[src/adc_irq_pkg.sv]
// Package for the converter interrupt and result block.
// Assumes a 32-bit APB slave clocked by pclk.
package adc_irq_pkg;

  // ----------------------------------------
  // Register offsets (byte addresses)
  // ----------------------------------------
  localparam logic [7:0] OFF_CHAN_ENABLE = 8'h10; // Channel enable, WO
  localparam logic [7:0] OFF_CHAN_DISABLE = 8'h14; // Channel disable, WO
  localparam logic [7:0] OFF_CHAN_VIEW = 8'h18; // Channel status, RO
  localparam logic [7:0] OFF_STATUS = 8'h1C; // Converter status, RO
  localparam logic [7:0] OFF_LATEST = 8'h20; // Latest result, RO
  localparam logic [7:0] OFF_IRQ_SET = 8'h24; // Interrupt enable, WO
  localparam logic [7:0] OFF_IRQ_CLEAR = 8'h28; // Interrupt disable, WO
  localparam logic [7:0] OFF_IRQ_VIEW = 8'h2C; // Interrupt mask, RO
  localparam logic [7:0] OFF_MODE = 8'h04; // Mode: resolution select
  localparam logic [7:0] OFF_RESULT0 = 8'h30; // First channel result
  localparam logic [7:0] OFF_RESULT7 = 8'h4C; // Last channel result

  // ----------------------------------------
  // Field layout
  // ----------------------------------------
  localparam int NUM_CHAN = 8; // Analog channels
  localparam int NUM_SRC = 20; // Interrupt sources
  localparam int POS_DONE = 0; // Conversion-done bits 0..7
  localparam int POS_OVR = 8; // Channel overrun bits 8..15
  localparam int POS_RDY = 16; // Result available
  localparam int POS_GOVR = 17; // Global overrun
  localparam int POS_RXEND = 18; // Receive count end
  localparam int POS_RXFULL = 19; // Both counts empty
  localparam int POS_REDUCED_RESOLUTION_SEL = 4; // Resolution select in mode
  localparam int RES_WIDTH = 10; // Full result width
  localparam int RES_WIDTH_LOW = 8; // Reduced result width

  // ----------------------------------------
  // Reset values
  // ----------------------------------------
  localparam logic [19:0] RST_MASK = 20'h00000; // All sources off
  localparam logic [31:0] RST_WORD = 32'h00000000; // Zero word

endpackage : adc_irq_pkg

[src/adc_irq_mask.sv]
// Interrupt mask register with set/clear write ports.
// Assumes one-cycle write strobes from the bus slave.
`timescale 1ns/1ps
module adc_irq_mask #(
  parameter int WIDTH = 20
) (
  // Clock and reset
  input wire logic pclk,
  input wire logic presetn,
  // Write strobes and data
  input wire logic set_we,
  input wire logic clr_we,
  input wire logic [WIDTH-1:0] wdata,
  // Sources and mask view
  input wire logic [WIDTH-1:0] status,
  output logic [WIDTH-1:0] mask,
  output logic irq
);
  import adc_irq_pkg::*;

  // ----------------------------------------
  // Mask storage
  // ----------------------------------------
  // Set and clear ports only touch bits written as one
  always_ff @(posedge pclk or negedge presetn) begin
    if (!presetn) begin
      mask <= RST_MASK;
    end else if (set_we) begin
      mask <= mask | wdata;
    end else if (clr_we) begin
      mask <= mask & ~wdata;
    end
  end

  // Level interrupt while any enabled flag stands
  assign irq = |(status & mask);

endmodule : adc_irq_mask

[src/adc_result_store.sv]
// Per-channel result holding registers.
// Assumes end-of-conversion strobe lasts one pclk cycle.
`timescale 1ns/1ps
module adc_result_store #(
  parameter int CHANS = 8,
  parameter int WIDTH = 10
) (
  // Clock and reset
  input wire logic pclk,
  input wire logic presetn,
  // Conversion completion
  input wire logic conv_done,
  input wire logic [2:0] conv_chan,
  input wire logic [WIDTH-1:0] conv_value,
  input wire logic [CHANS-1:0] chan_en,
  // Read port
  input wire logic [2:0] rd_chan,
  output logic [WIDTH-1:0] rd_value
);
  import adc_irq_pkg::*;

  // ----------------------------------------
  // Storage array
  // ----------------------------------------
  logic [WIDTH-1:0] result_mem [CHANS]; // One word per channel

  // Capture on completion, only for enabled channels
  always_ff @(posedge pclk or negedge presetn) begin
    if (!presetn) begin
      for (int i = 0; i < CHANS; i++) begin
        result_mem[i] <= '0;
      end
    end else if (conv_done && chan_en[conv_chan]) begin
      result_mem[conv_chan] <= conv_value;
    end
  end

  // Combinational read; the slave registers it
  assign rd_value = result_mem[rd_chan];

endmodule : adc_result_store

[src/adc_irq_results.sv]
// Interrupt control and result holding of an 8-channel converter.
// Assumes the sequencer gives one-cycle completion and overrun strobes.
`timescale 1ns/1ps
module adc_irq_results (
  // Clock and reset
  input wire logic pclk,
  input wire logic presetn,
  // APB slave
  input wire logic psel,
  input wire logic penable,
  input wire logic pwrite,
  input wire logic [7:0] paddr,
  input wire logic [31:0] pwdata,
  output logic [31:0] prdata,
  output logic pready,
  output logic pslverr,
  // Converter core side
  input wire logic conv_done,
  input wire logic [2:0] conv_chan,
  input wire logic [adc_irq_pkg::RES_WIDTH-1:0] conv_value,
  input wire logic chan_overrun,
  input wire logic global_overrun,
  input wire logic rx_count_end_flag,
  input wire logic rx_both_counts_empty_flag,
  output logic [adc_irq_pkg::NUM_CHAN-1:0] chan_enable,
  output logic reduced_resolution_sel,
  // Interrupt
  output logic irq
);
  import adc_irq_pkg::*;

  // ----------------------------------------
  // Bus decode
  // ----------------------------------------
  logic access; // Access phase, zero-wait
  logic wr; // Write taking effect
  logic rd; // Read taking effect
  logic wr_irq_set; // Enable register written
  logic wr_irq_clr; // Disable register written
  logic rd_status; // Status register read
  logic rd_latest; // Latest-result register read
  logic addr_ok; // Address maps to a register

  assign access = psel && penable;
  assign wr = access && pwrite;
  assign rd = access && !pwrite;
  assign wr_irq_set = wr && (paddr == OFF_IRQ_SET);
  assign wr_irq_clr = wr && (paddr == OFF_IRQ_CLEAR);
  assign rd_status = rd && (paddr == OFF_STATUS);
  assign rd_latest = rd && (paddr == OFF_LATEST);

  // Always ready; no wait states needed
  assign pready = 1'b1;

  // Mapped offsets; anything else answers with an error
  always_comb begin
    addr_ok = 1'b0;
    case (paddr)
      OFF_MODE, OFF_CHAN_ENABLE, OFF_CHAN_DISABLE, OFF_CHAN_VIEW,
      OFF_STATUS, OFF_LATEST, OFF_IRQ_SET, OFF_IRQ_CLEAR,
      OFF_IRQ_VIEW: begin
        addr_ok = 1'b1;
      end
      default: begin
        // Result window, word aligned
        addr_ok = (paddr >= OFF_RESULT0) && (paddr <= OFF_RESULT7) &&
                  (paddr[1:0] == 2'b00);
      end
    endcase
  end
  assign pslverr = access && !addr_ok;

  // ----------------------------------------
  // Mode and channel enables
  // ----------------------------------------
  // Resolution select steers result width
  always_ff @(posedge pclk or negedge presetn) begin
    if (!presetn) begin
      reduced_resolution_sel <= 1'b0;
    end else if (wr && paddr == OFF_MODE) begin
      reduced_resolution_sel <= pwdata[POS_REDUCED_RESOLUTION_SEL];
    end
  end

  // Channel enable set/clear; a per-channel result needs its channel on, the latest result does not
  always_ff @(posedge pclk or negedge presetn) begin
    if (!presetn) begin
      chan_enable <= '0;
    end else if (wr && paddr == OFF_CHAN_ENABLE) begin
      chan_enable <= chan_enable | pwdata[NUM_CHAN-1:0];
    end else if (wr && paddr == OFF_CHAN_DISABLE) begin
      chan_enable <= chan_enable & ~pwdata[NUM_CHAN-1:0];
    end
  end

  // ----------------------------------------
  // Result width
  // ----------------------------------------
  // Reduced mode keeps the low eight bits, upper bits zero
  function automatic logic [RES_WIDTH-1:0] fit_width(
    input logic [RES_WIDTH-1:0] v, input logic low);
    fit_width = low ? {{(RES_WIDTH-RES_WIDTH_LOW){1'b0}},
                       v[RES_WIDTH_LOW-1:0]} : v;
  endfunction : fit_width

  logic [RES_WIDTH-1:0] conv_fit; // Value after width select
  assign conv_fit = fit_width(conv_value, reduced_resolution_sel);

  logic store_ok; // Completion on an enabled channel
  assign store_ok = conv_done && chan_enable[conv_chan];

  // ----------------------------------------
  // Status flags
  // ----------------------------------------
  logic [NUM_CHAN-1:0] conversion_done_flag; // Per-channel done
  logic [NUM_CHAN-1:0] channel_overrun_flag; // Per-channel overrun
  logic result_available_flag; // Latest result waiting
  logic global_overrun_flag; // Any overrun since last read
  logic [RES_WIDTH-1:0] latest_result; // Last converted value
  logic [NUM_CHAN-1:0] chan_hit; // Completion decode

  // One-hot decode of the completing channel
  always_comb begin
    chan_hit = '0;
    if (store_ok) begin
      chan_hit[conv_chan] = 1'b1;
    end
  end

  // Done bit set on completion; dropped when channel disabled,
  // or when its result register is read
  always_ff @(posedge pclk or negedge presetn) begin
    if (!presetn) begin
      conversion_done_flag <= '0;
    end else begin
      for (int i = 0; i < NUM_CHAN; i++) begin
        if (chan_hit[i]) begin
          conversion_done_flag[i] <= 1'b1;
        end else if (!chan_enable[i] ||
                     (rd && paddr == OFF_RESULT0 + 8'(4 * i))) begin
          conversion_done_flag[i] <= 1'b0;
        end
      end
    end
  end

  // Overrun flags: set beats the read clear
  always_ff @(posedge pclk or negedge presetn) begin
    if (!presetn) begin
      channel_overrun_flag <= '0;
      global_overrun_flag <= 1'b0;
    end else begin
      for (int i = 0; i < NUM_CHAN; i++) begin
        if (chan_overrun && chan_hit[i]) begin
          channel_overrun_flag[i] <= 1'b1;
        end else if (rd_status) begin
          channel_overrun_flag[i] <= 1'b0;
        end
      end
      if (global_overrun) begin
        global_overrun_flag <= 1'b1;
      end else if (rd_status) begin
        global_overrun_flag <= 1'b0;
      end
    end
  end

  // Ready flag and latest result; a new completion wins over the read
  always_ff @(posedge pclk or negedge presetn) begin
    if (!presetn) begin
      result_available_flag <= 1'b0;
      latest_result <= '0;
    end else if (conv_done) begin
      result_available_flag <= 1'b1;
      latest_result <= conv_fit;
    end else if (rd_latest) begin
      result_available_flag <= 1'b0;
    end
  end

  // Status word in the shared layout
  logic [NUM_SRC-1:0] status;
  assign status = {rx_both_counts_empty_flag, rx_count_end_flag,
                   global_overrun_flag, result_available_flag,
                   channel_overrun_flag, conversion_done_flag};

  // ----------------------------------------
  // Interrupt mask
  // ----------------------------------------
  logic [NUM_SRC-1:0] irq_enable_view; // Current enables

  // Only the low twenty write bits reach the mask
  adc_irq_mask #(
    .WIDTH(NUM_SRC)
  ) u_mask (
    .pclk(pclk),
    .presetn(presetn),
    .set_we(wr_irq_set),
    .clr_we(wr_irq_clr),
    .wdata(pwdata[NUM_SRC-1:0]),
    .status(status),
    .mask(irq_enable_view),
    .irq(irq)
  );

  // ----------------------------------------
  // Channel results
  // ----------------------------------------
  logic [RES_WIDTH-1:0] channel_result; // Selected channel word
  logic [2:0] rd_chan; // Channel picked by address
  assign rd_chan = 3'((paddr - OFF_RESULT0) >> 2);

  adc_result_store #(
    .CHANS(NUM_CHAN),
    .WIDTH(RES_WIDTH)
  ) u_store (
    .pclk(pclk),
    .presetn(presetn),
    .conv_done(conv_done),
    .conv_chan(conv_chan),
    .conv_value(conv_fit),
    .chan_en(chan_enable),
    .rd_chan(rd_chan),
    .rd_value(channel_result)
  );

  // ----------------------------------------
  // Read data
  // ----------------------------------------
  logic [31:0] next_prdata; // Word for the current read

  // Unused upper bits read as zero
  always_comb begin
    next_prdata = RST_WORD;
    case (paddr)
      OFF_MODE: next_prdata[POS_REDUCED_RESOLUTION_SEL] = reduced_resolution_sel;
      OFF_CHAN_VIEW: next_prdata[NUM_CHAN-1:0] = chan_enable;
      OFF_STATUS: next_prdata[NUM_SRC-1:0] = status;
      OFF_LATEST: next_prdata[RES_WIDTH-1:0] = latest_result;
      OFF_IRQ_VIEW: next_prdata[NUM_SRC-1:0] = irq_enable_view;
      default: begin
        if (addr_ok && paddr >= OFF_RESULT0) begin
          next_prdata[RES_WIDTH-1:0] = channel_result;
        end
      end
    endcase
  end

  // Data launched in the setup cycle, valid in the access phase
  always_ff @(posedge pclk or negedge presetn) begin
    if (!presetn) begin
      prdata <= RST_WORD;
    end else if (psel && !penable && !pwrite) begin
      prdata <= next_prdata;
    end
  end

endmodule : adc_irq_results

[config.mk]
export PLATFORM = sky130hd
export DESIGN_NAME = adc_irq_results
export DESIGN_NICKNAME = d
export VERILOG_FILES = /design/src/adc_irq_pkg.sv /design/src/adc_irq_mask.sv /design/src/adc_result_store.sv /design/src/adc_irq_results.sv
export SDC_FILE = /design/constraint.sdc
export NUM_CORES = 1
export LEC_CHECK = 0
export ABC_CLOCK_PERIOD_IN_PS = 4230
export BUFFER_PORTS_ARGS = -buffer_cell sky130_fd_sc_hd__buf_2
export CAP_MARGIN = 25
export CORE_MARGIN = 2
export CORE_UTILIZATION = 30
export CTS_BUF_LIST = sky130_fd_sc_hd__clkbuf_4 sky130_fd_sc_hd__clkbuf_8 sky130_fd_sc_hd__clkbuf_16
export DETAILED_ROUTE_END_ITERATION = 8
export SLEW_MARGIN = 10
export SYNTH_ARGS = -nofsm -noshare
export SYNTH_HDL_FRONTEND = slang
export SYNTH_SLANG_ARGS = --single-unit
export TNS_END_PERCENT = 50
[constraint.sdc]
create_clock -name pclk -period 4.23 [get_ports pclk]
set_clock_uncertainty 0.2 [all_clocks]
set_input_delay 0.846 -clock pclk [delete_from_list [all_inputs] [get_ports pclk]]
set_output_delay 0.846 -clock pclk [all_outputs]
set_load 0.03 [all_outputs]
Word level (Yosys, flattened, before mapping)

Cells that the tools add are included.

Word-level logic and storage cells: 194
Output and inout bits: 44
Input port bits: 63
Flip-flop bits (word level): 157

Mux-type cells: 51
Reduce and logical (&&, ||, !) cells: 78
Bitwise gates (word level): 9
Order comparisons: 7
Equal/unequal tests: 17
Add/subtract/negate cells: 1

Operators with widths:

| cell                 | count |
|---|---|
| $bwmux W80           | 1 |
| $eq A8 B6 Y1 const B | 8 |
| $mux W10             | 5 |
| $and A20 B20 Y20     | 2 |
| $mux W20             | 2 |
| $reduce_bool A2 Y1   | 20 |
| $logic_and A1 B1 Y1  | 35 |
| $eq A8 B5 Y1 const B | 4 |
| $eq A8 B7 Y1 const B | 4 |
| $mux W1              | 31 |
| $bmux W10 S3         | 1 |
| $demux W10 S3        | 1 |
| $mux W8              | 3 |
| $not A20 Y20         | 1 |
| $or A20 B20 Y20      | 1 |
| $pmux W10 S2         | 1 |
| $pmux W4 S5          | 1 |
| $reduce_or A20 Y1    | 1 |
| $pmux W3 S5          | 1 |
| $logic_not A1 Y1     | 11 |
| $reduce_or A9 Y1     | 1 |
| $and A8 B8 Y8        | 1 |
| $eq A8 B3 Y1 const B | 1 |
| $ge A4 B4 Y1 const B | 2 |
| other kinds (16)     | 24 |

Depth between registers and ports, before layout

Gate-level depths: netlist of the first run.

Depth in word-level cells: 7
Gate-level depth with buffers: 7

By module

A second synthesis of the first run with hierarchy kept.

Cells, all modules: 592
Area total of the unflattened synthesis: 7596.0 µm²

By module, submodules not included:

| module           | cells an instance | area each (µm²) | instances |
|---|---|---|---|
| adc_result_store | 215               | 3652.3          | 1 |
| adc_irq_results  | 301               | 3057.9          | 1 |
| adc_irq_mask     | 76                | 885.8           | 1 |

Least setup slack after synthesis of the first run

Ideal clock, no wire load.

Path type: input port to output port
Start: input paddr[5]
End: output pslverr
Setup slack: 881 ps
Buffers on the path: 2
Arrival: 2303 ps
Stages on the path: 6
Cells stage by stage: buf_4 > or4b_1 > buf_2 > o311ai_0 > nor3_1 > o21a_1

Longest elaborated chain between the ends: 6
Elaborated cells on any way between the ends: 17
Those cells by class: order compare: 2; eq/ne: 9; mux: 1; reduce/logical: 5

Ends and longest elaborated chain:

| item                                         | line                  | text |
|---|---|---|
| from (decl)                                  | adc_irq_results.sv:12 | `input wire logic [7:0] paddr,` |
| $ge A8 B6 Y1 or $le A8 B7 Y1 (tied branches) | adc_irq_results.sv:66 | `addr_ok = (paddr >= OFF_RESULT0) && (paddr <= OFF_RESULT7) &&` |
| $logic_and A1 B1 Y1 (2 in series)            | adc_irq_results.sv:66 |  |
| $mux W1 (*)                                  | adc_irq_results.sv:58 | `case (paddr)` |
| $logic_not A1 Y1 (*)                         | adc_irq_results.sv:71 | `assign pslverr = access && !addr_ok;` |
| $logic_and A1 B1 Y1 (*)                      | adc_irq_results.sv:71 |  |
| to (decl)                                    | adc_irq_results.sv:16 | `output logic pslverr,` |

Mark *: on every way between the ends. The rest lies on a longest branch, timed or not.

Worst setup path in the final report of the first run

Ends and elaborated chain as after synthesis.

==> results.yml, run 1 <==
place:
  gp_congestion: 0.8720
  dp.cells: 1122
  io_buffers: 81
  place_hpwl_mm: 15.51
clock_network:
  path_clk_slew_ns: 0.07
  clockBufferDepth: 2
  worstSkewPairLatency_ns: 0.43
  cts_root_buf: "clkbuf_16"
  htreeDepth: 4
  numCtsBuffers: 17
  cts_tree: "yes"
  cts.repair.resized: 0
  clock_sinks: 157
  hold_buffers: 0
  post_cts_buffers: 0
worst_setup_path:
  required_ns: 3.18
  rrSetupSlack_ns: 2.48
  crit_chain: "buf_2 > or4b_1 > buf_4 > o311ai_0 > nor3_1 > o21a_1 > buf_2"
  crit_path_max_incr_delay_ns: 0.52
  cpMostUsedCell: "buf_2"
  worstSetupStartpointType: "input pin"
  r2r-end: "u_store.result_mem[39]$_DFFE_PN0P_"
  crit_start: "paddr[5]"
  critPathSlowestCell: "or4b_1"
  endpoint: "pslverr"
  end_kind: "output pin"
  crit_type: "in2out"
  rr_worst_depth: 3
  worstPathArrival_ns: 2.39
  cp_max_fo: 12
sta:
  rsz0062_at_grt: "false"
  fin_tns_setup_ns: 0
  setup_viol: 0
  slew_violations: 0
  max_freq_ghz: 0.2907
  fin_crit_ns: 3.440
  worstMarginPinSlew_ns: 0.8479
  slew_headroom: 0.4336
  hold_violations: 0
  finalCritPeriodShare: 0.8133
logic_synthesis:
  async_reset_ff_frac: 1.000
  synth-edff-count: 0
  syn_area_um2: 7690
  syn_inst: 750
  yosysSeqAreaShare: 0.5109
  yosysWarnings: 0
  yosys_most_used_dff: "dfrtp_1"
  synth.distinct_cells: 54
  avgSynthCellArea_um2: 10.25
  ys_ff_latch: 157
die:
  fp.dieH_um: 164.1
  core_um2: 25180
  ios: 107
  initial_utilization: 0.3054
  rows: 58
  die_area_um2: 26930
  die_w_um: 164.1
grt:
  globalRouteOverflowTotal: 0
  grt_pass1_wl_mm: 33.51
  use_met2: 0.2581
  grt_util_met3: 0.03864
  grt_busiest_layer: "met2"
  gr-usage-met1: 0.2305
  grt_use_total: 0.1654
  grt_pass1_vias: 5662
  grt_max_degree: 70
  antenna_found_initial: 1
power_and_ir_drop:
  power_density_nw_per_um2: 378.4
  ir_drop_mv: 0.2888
  leakagePower_uw: 0.004341
route:
  via_per_inst: 5.076
  drtIter0Drc: 481
  ant_nets: 0
  dr.pass1.iters: 6
  routed_wirelength_mm: 21.76
  wl_per_cell_um: 18.86
  vias: 5858
  drc_errors: 0
worst_hold_path:
  min_path_type: "in2async"
status:
  status: "complete, no violations"
cells_and_area:
  layout_commonest_cell: "nand2_1"
  finalNonFillerCells: 1154
  syn_to_final_growth_pct: 15.16
  layout_common_cells: "nand2_1, dfrtp_1, buf_2, mux2i_1, nor2_1"
  fillCellCount: 2552
  nNetsFinal: 875
  drive_above_1_share: 0.2357
job:
  max_cap_violations: 0
[cell type report]
| cell class | instances | area (um^2) | area share |
|---|---|---|---|
| Antenna cell | 1 | 2.502 | 0.0002826 |
| Clock buffer | 18 | 439.2 | 0.04959 |
| Clock inverter | 12 | 88.84 | 0.01003 |
| Inverter | 5 | 18.77 | 0.002119 |
| Multi-Input combinational cell | 533 | 3428 | 0.3871 |
| Sequential cell | 157 | 3929 | 0.4436 |
| Tap cell | 330 | 412.9 | 0.04662 |
| Timing Repair Buffer | 98 | 536.8 | 0.06061 |
[synthesized netlist by cell type, drive strengths merged (2+ instances only)]
library cell,instances,share of area
or4b,4,0.0062
nand2b,5,0.0041
or3b,2,0.0023
a211oi,2,0.0036
buf,43,0.036
mux2,45,0.076
conb,2,0.00098
nand2,200,0.098
nor3b,2,0.0020
a32oi,2,0.0023
nand4,3,0.0024
nor3,13,0.011
a31oi,10,0.0081
and2,3,0.0024
dfrtp,157,0.51
mux4,4,0.013
nand3,16,0.010
inv,5,0.0024
o211ai,2,0.0020
nor2b,7,0.0057
nor4,2,0.0016
a21oi,8,0.0052
mux2i,42,0.055
a22o,30,0.034
and3,7,0.0057
a221oi,14,0.016
clkbuf,23,0.011
o21ai,16,0.010
nor2,40,0.020
a22oi,19,0.019
a31o,8,0.0091
a21o,3,0.0029
[through the flow]
stage	util	instance area [um^2]	power, uW	hold WS, ns	setup slack [ns]
global route	0.3516	8853	3475	0.2548	0.6923
detailed placement	0.3304	8320	1978	0.2615	0.7912
finish	0.3517	8856	3351	0.2061	0.7898
global placement	0.3304	8320	1972	0.2565	0.8042
floorplan	-	7731	1840	0.2416	0.8810
CTS	0.3514	8848	3376	0.2351	0.7899
[layer usage]
layer / wire length (um) / up-vias
met2: 10200 / 187
met4: 286 / 0
met3: 1407 / 26
li1: - / 2723
met1: 9873 / 2922
met5: 0 / -
[worst min path at each step]
stage | from | to
detailed placement | u_store.result_mem[57]$_DFFE_PN0P_ | u_store.result_mem[57]$_DFFE_PN0P_
CTS | presetn | u_store.result_mem[27]$_DFFE_PN0P_
finish | presetn | u_store.result_mem[27]$_DFFE_PN0P_
global route | presetn | u_store.result_mem[27]$_DFFE_PN0P_
floorplan | u_store.result_mem[28]$_DFFE_PN0P_ | u_store.result_mem[28]$_DFFE_PN0P_
global placement | u_store.result_mem[29]$_DFFE_PN0P_ | u_store.result_mem[29]$_DFFE_PN0P_
[critical path, delay by kind of cell]
kind            cells  cell delay (ns)
simple gates        2             0.60
buf+inv             3             0.54
compound gates      2             0.40
[cell families after synthesis]
| logic type | after synthesis | share of synthesized area |
|---|---|---|
| XOR/XNOR | 1 | 0.001139 |
| AND/OR/NAND/NOR | 311 | 0.1791 |
| AO/OA/AOI/OAI | 117 | 0.1155 |
| buffers and inverters | 71 | 0.04930 |
| flip-flops | 157 | 0.5109 |
| multiplexers | 91 | 0.1430 |
| other | 2 | 0.0009766 |
[where the power goes]
group | switching, uW | internal, uW | total [uW] | leakage [uW]
Sequential | 32.1 | 1560 | 1590 | 0.00212
Clock | 644 | 763 | 1410 | 0.000251
Combinational | 245 | 112 | 356 | 0.00197
Power figures use the tool's default switching activity.
==> run 2, diff against run 1 <==
--- a/config.mk
+++ b/config.mk
@@ -5,7 +5,7 @@
 export SDC_FILE = /design/constraint.sdc
 export NUM_CORES = 1
 export LEC_CHECK = 0
-export ABC_CLOCK_PERIOD_IN_PS = 4230
+export ABC_CLOCK_PERIOD_IN_PS = 2900
 export BUFFER_PORTS_ARGS = -buffer_cell sky130_fd_sc_hd__buf_2
 export CAP_MARGIN = 25
 export CORE_MARGIN = 2
==> constraint.sdc (replaced) <==
create_clock -name pclk -period 2.9 [get_ports pclk]
set_clock_uncertainty 0.2 [all_clocks]
set_input_delay 0.58 -clock pclk [delete_from_list [all_inputs] [get_ports pclk]]
set_output_delay 0.58 -clock pclk [all_outputs]
set_load 0.03 [all_outputs]
==> results.yml, run 2 (synthesis gave the netlist of run 1 again) <==
worst_setup_path:
  crit_start: "channel_overrun_flag[6]$_DFFE_PN0P_"
  r2r-end: "u_store.result_mem[48]$_DFFE_PN0P_"
  worstPathArrival_ns: 1.99
  worstSetupStartpointType: "register"
  crit_type: "reg2out"
  cp_max_fo: 3
  cp_num_buf_inv: 1
  end_kind: "output pin"
  required_ns: 2.12
  rrSetupSlack_ns: 1.32
  critPathSlowestCell: "dfrtp_1"
  cp_num_cells: 5
  crit_chain: "a22o_1 > a221oi_1 > and3_1 > nand4_1 > buf_2"
  path_delay_family: "compound AO/OA/AOI/OAI gates"
  endpoint: "irq"
  crit_path_max_incr_delay_ns: 0.40
  rr_worst_depth: 3
place:
  gp_congestion: 0.9081
  io_buffers: 81
  place_hpwl_mm: 15.67
power_and_ir_drop:
  leakagePower_uw: 0.004505
  switching_share: 0.2568
  p_sw_uw: 1339
  power.total_uw: 5212
  intPower_uw: 3874
  pwr-share-clk: 0.454
  ir_drop_mv: 0.3671
  pwr-share-seq: 0.445
  power_density_nw_per_um2: 570.0
  p_comb_frac: 0.102
grt:
  grt_busiest_layer: "met2"
  grt_max_degree: 55
  grt_use_total: 0.1681
  grt_pass1_wl_mm: 34.07
  globalRouteOverflowTotal: 0
  grt_util_met3: 0.03535
  use_met2: 0.2577
  gr-usage-met1: 0.2372
  antenna_found_initial: 0
  grt_pass1_vias: 5852
route:
  ant_nets: 0
  wl_per_cell_um: 18.72
  drtIter0Drc: 443
  routed_wirelength_mm: 21.96
  drc_errors: 0
  dr.pass1.iters: 5
  vias: 5908
  via_per_inst: 5.037
cells_and_area:
  syn_to_final_growth_pct: 18.92
  layout_commonest_cell: "nand2_1"
  layout_common_cells: "nand2_1, dfrtp_1, buf_2, mux2i_1, nor2_1"
  drive_above_1_share: 0.2539
  nNetsFinal: 893
  num_antenna_cells: 0
sta:
  rsz0062_at_grt: "false"
  max_freq_ghz: 0.3608
  hold_violations: 0
  slew_violations: 0
  finalCritPeriodShare: 0.9558
  fin_tns_setup_ns: 0
  fin_crit_ns: 2.772
  setup_viol: 0
  worstMarginPinSlew_ns: 0.6474
  slew_headroom: 0.5644
clock_network:
  cts_root_buf: "clkbuf_16"
  htreeDepth: 4
  numCtsBuffers: 17
  path_clk_slew_ns: 0.07
  clock_sinks: 157
  cts_tree: "yes"
  clockBufferDepth: 2
  worstSkewPairLatency_ns: 0.42
  post_cts_buffers: 0
die:
  die_area_um2: 26930
  fp.dieH_um: 164.1
  core_um2: 25180
  initial_utilization: 0.3054
  die_w_um: 164.1
  rows: 58
  ios: 107
job:
  max_cap_violations: 0
worst_hold_path:
  min_path_type: "in2reg"
  min_path_cells: 2
status:
  status: "complete, no violations"
run 2: metal layers:
metal	share of wire	vias to the layer above
met4	0.016	0
met2	0.46	202
met1	0.47	2933
met5	0	-
met3	0.059	20
li1	-	2753
run 2: worst min-delay path by stage:
stage	slack (ns)	startpoint	to
finish	0.15	global_overrun	global_overrun_flag$_DFFE_PN0P_
global route	0.15	global_overrun	global_overrun_flag$_DFFE_PN0P_
CTS	0.14	global_overrun	global_overrun_flag$_DFFE_PN0P_
detailed placement	0.26	u_store.result_mem[52]$_DFFE_PN0P_	u_store.result_mem[52]$_DFFE_PN0P_
global placement	0.25	u_store.result_mem[48]$_DFFE_PN0P_	u_store.result_mem[48]$_DFFE_PN0P_
floorplan	0.08	presetn	asynchronous set/reset pin
run 2: timing repair:
action                                  in CTS  in global routing
endpoints found under the hold margin       50                  0
endpoints found under the setup margin       0                  1
hold buffers                                 1                  0
resized for setup                            0                  1
run 2: area by class of cell:
type / count / area (um^2)
fill: 2514 / 16040
sequential: 157 / 3929
multi-input combinational: 533 / 3435
timing repair buffer: 116 / 726.9
clock buffer: 21 / 467.9
tap: 330 / 412.9
clock inverter: 11 / 155.1
inverter: 5 / 18.77
run 2: power by group through the flow:
stage | sequential (uW) | clock [uW] | combinational (uW)
floorplan | 2440 | 0 | 242
global placement | 2360 | 0 | 529
detailed placement | 2360 | 0 | 535
CTS | 2320 | 2410 | 537
global route | 2330 | 2500 | 583
finish | 2320 | 2360 | 530
run 2: per-stage QoR:
| stage | hold slack (ns) | cell area, um^2 | std cells | utilization | worst slack, ns |
|---|---|---|---|---|---|
| floorplan | 0.08441 | 7731 | 761 | - | 0.08305 |
| global placement | 0.2540 | 8506 | 1140 | 0.3378 | 0.1789 |
| detailed placement | 0.2612 | 8506 | 1140 | 0.3378 | 0.2033 |
| CTS | 0.1427 | 9139 | 1173 | 0.3629 | 0.09433 |
| global route | 0.1502 | 9145 | 1173 | 0.3632 | 0.04367 |
| finish | 0.1516 | 9145 | 1173 | 0.3632 | 0.1282 |
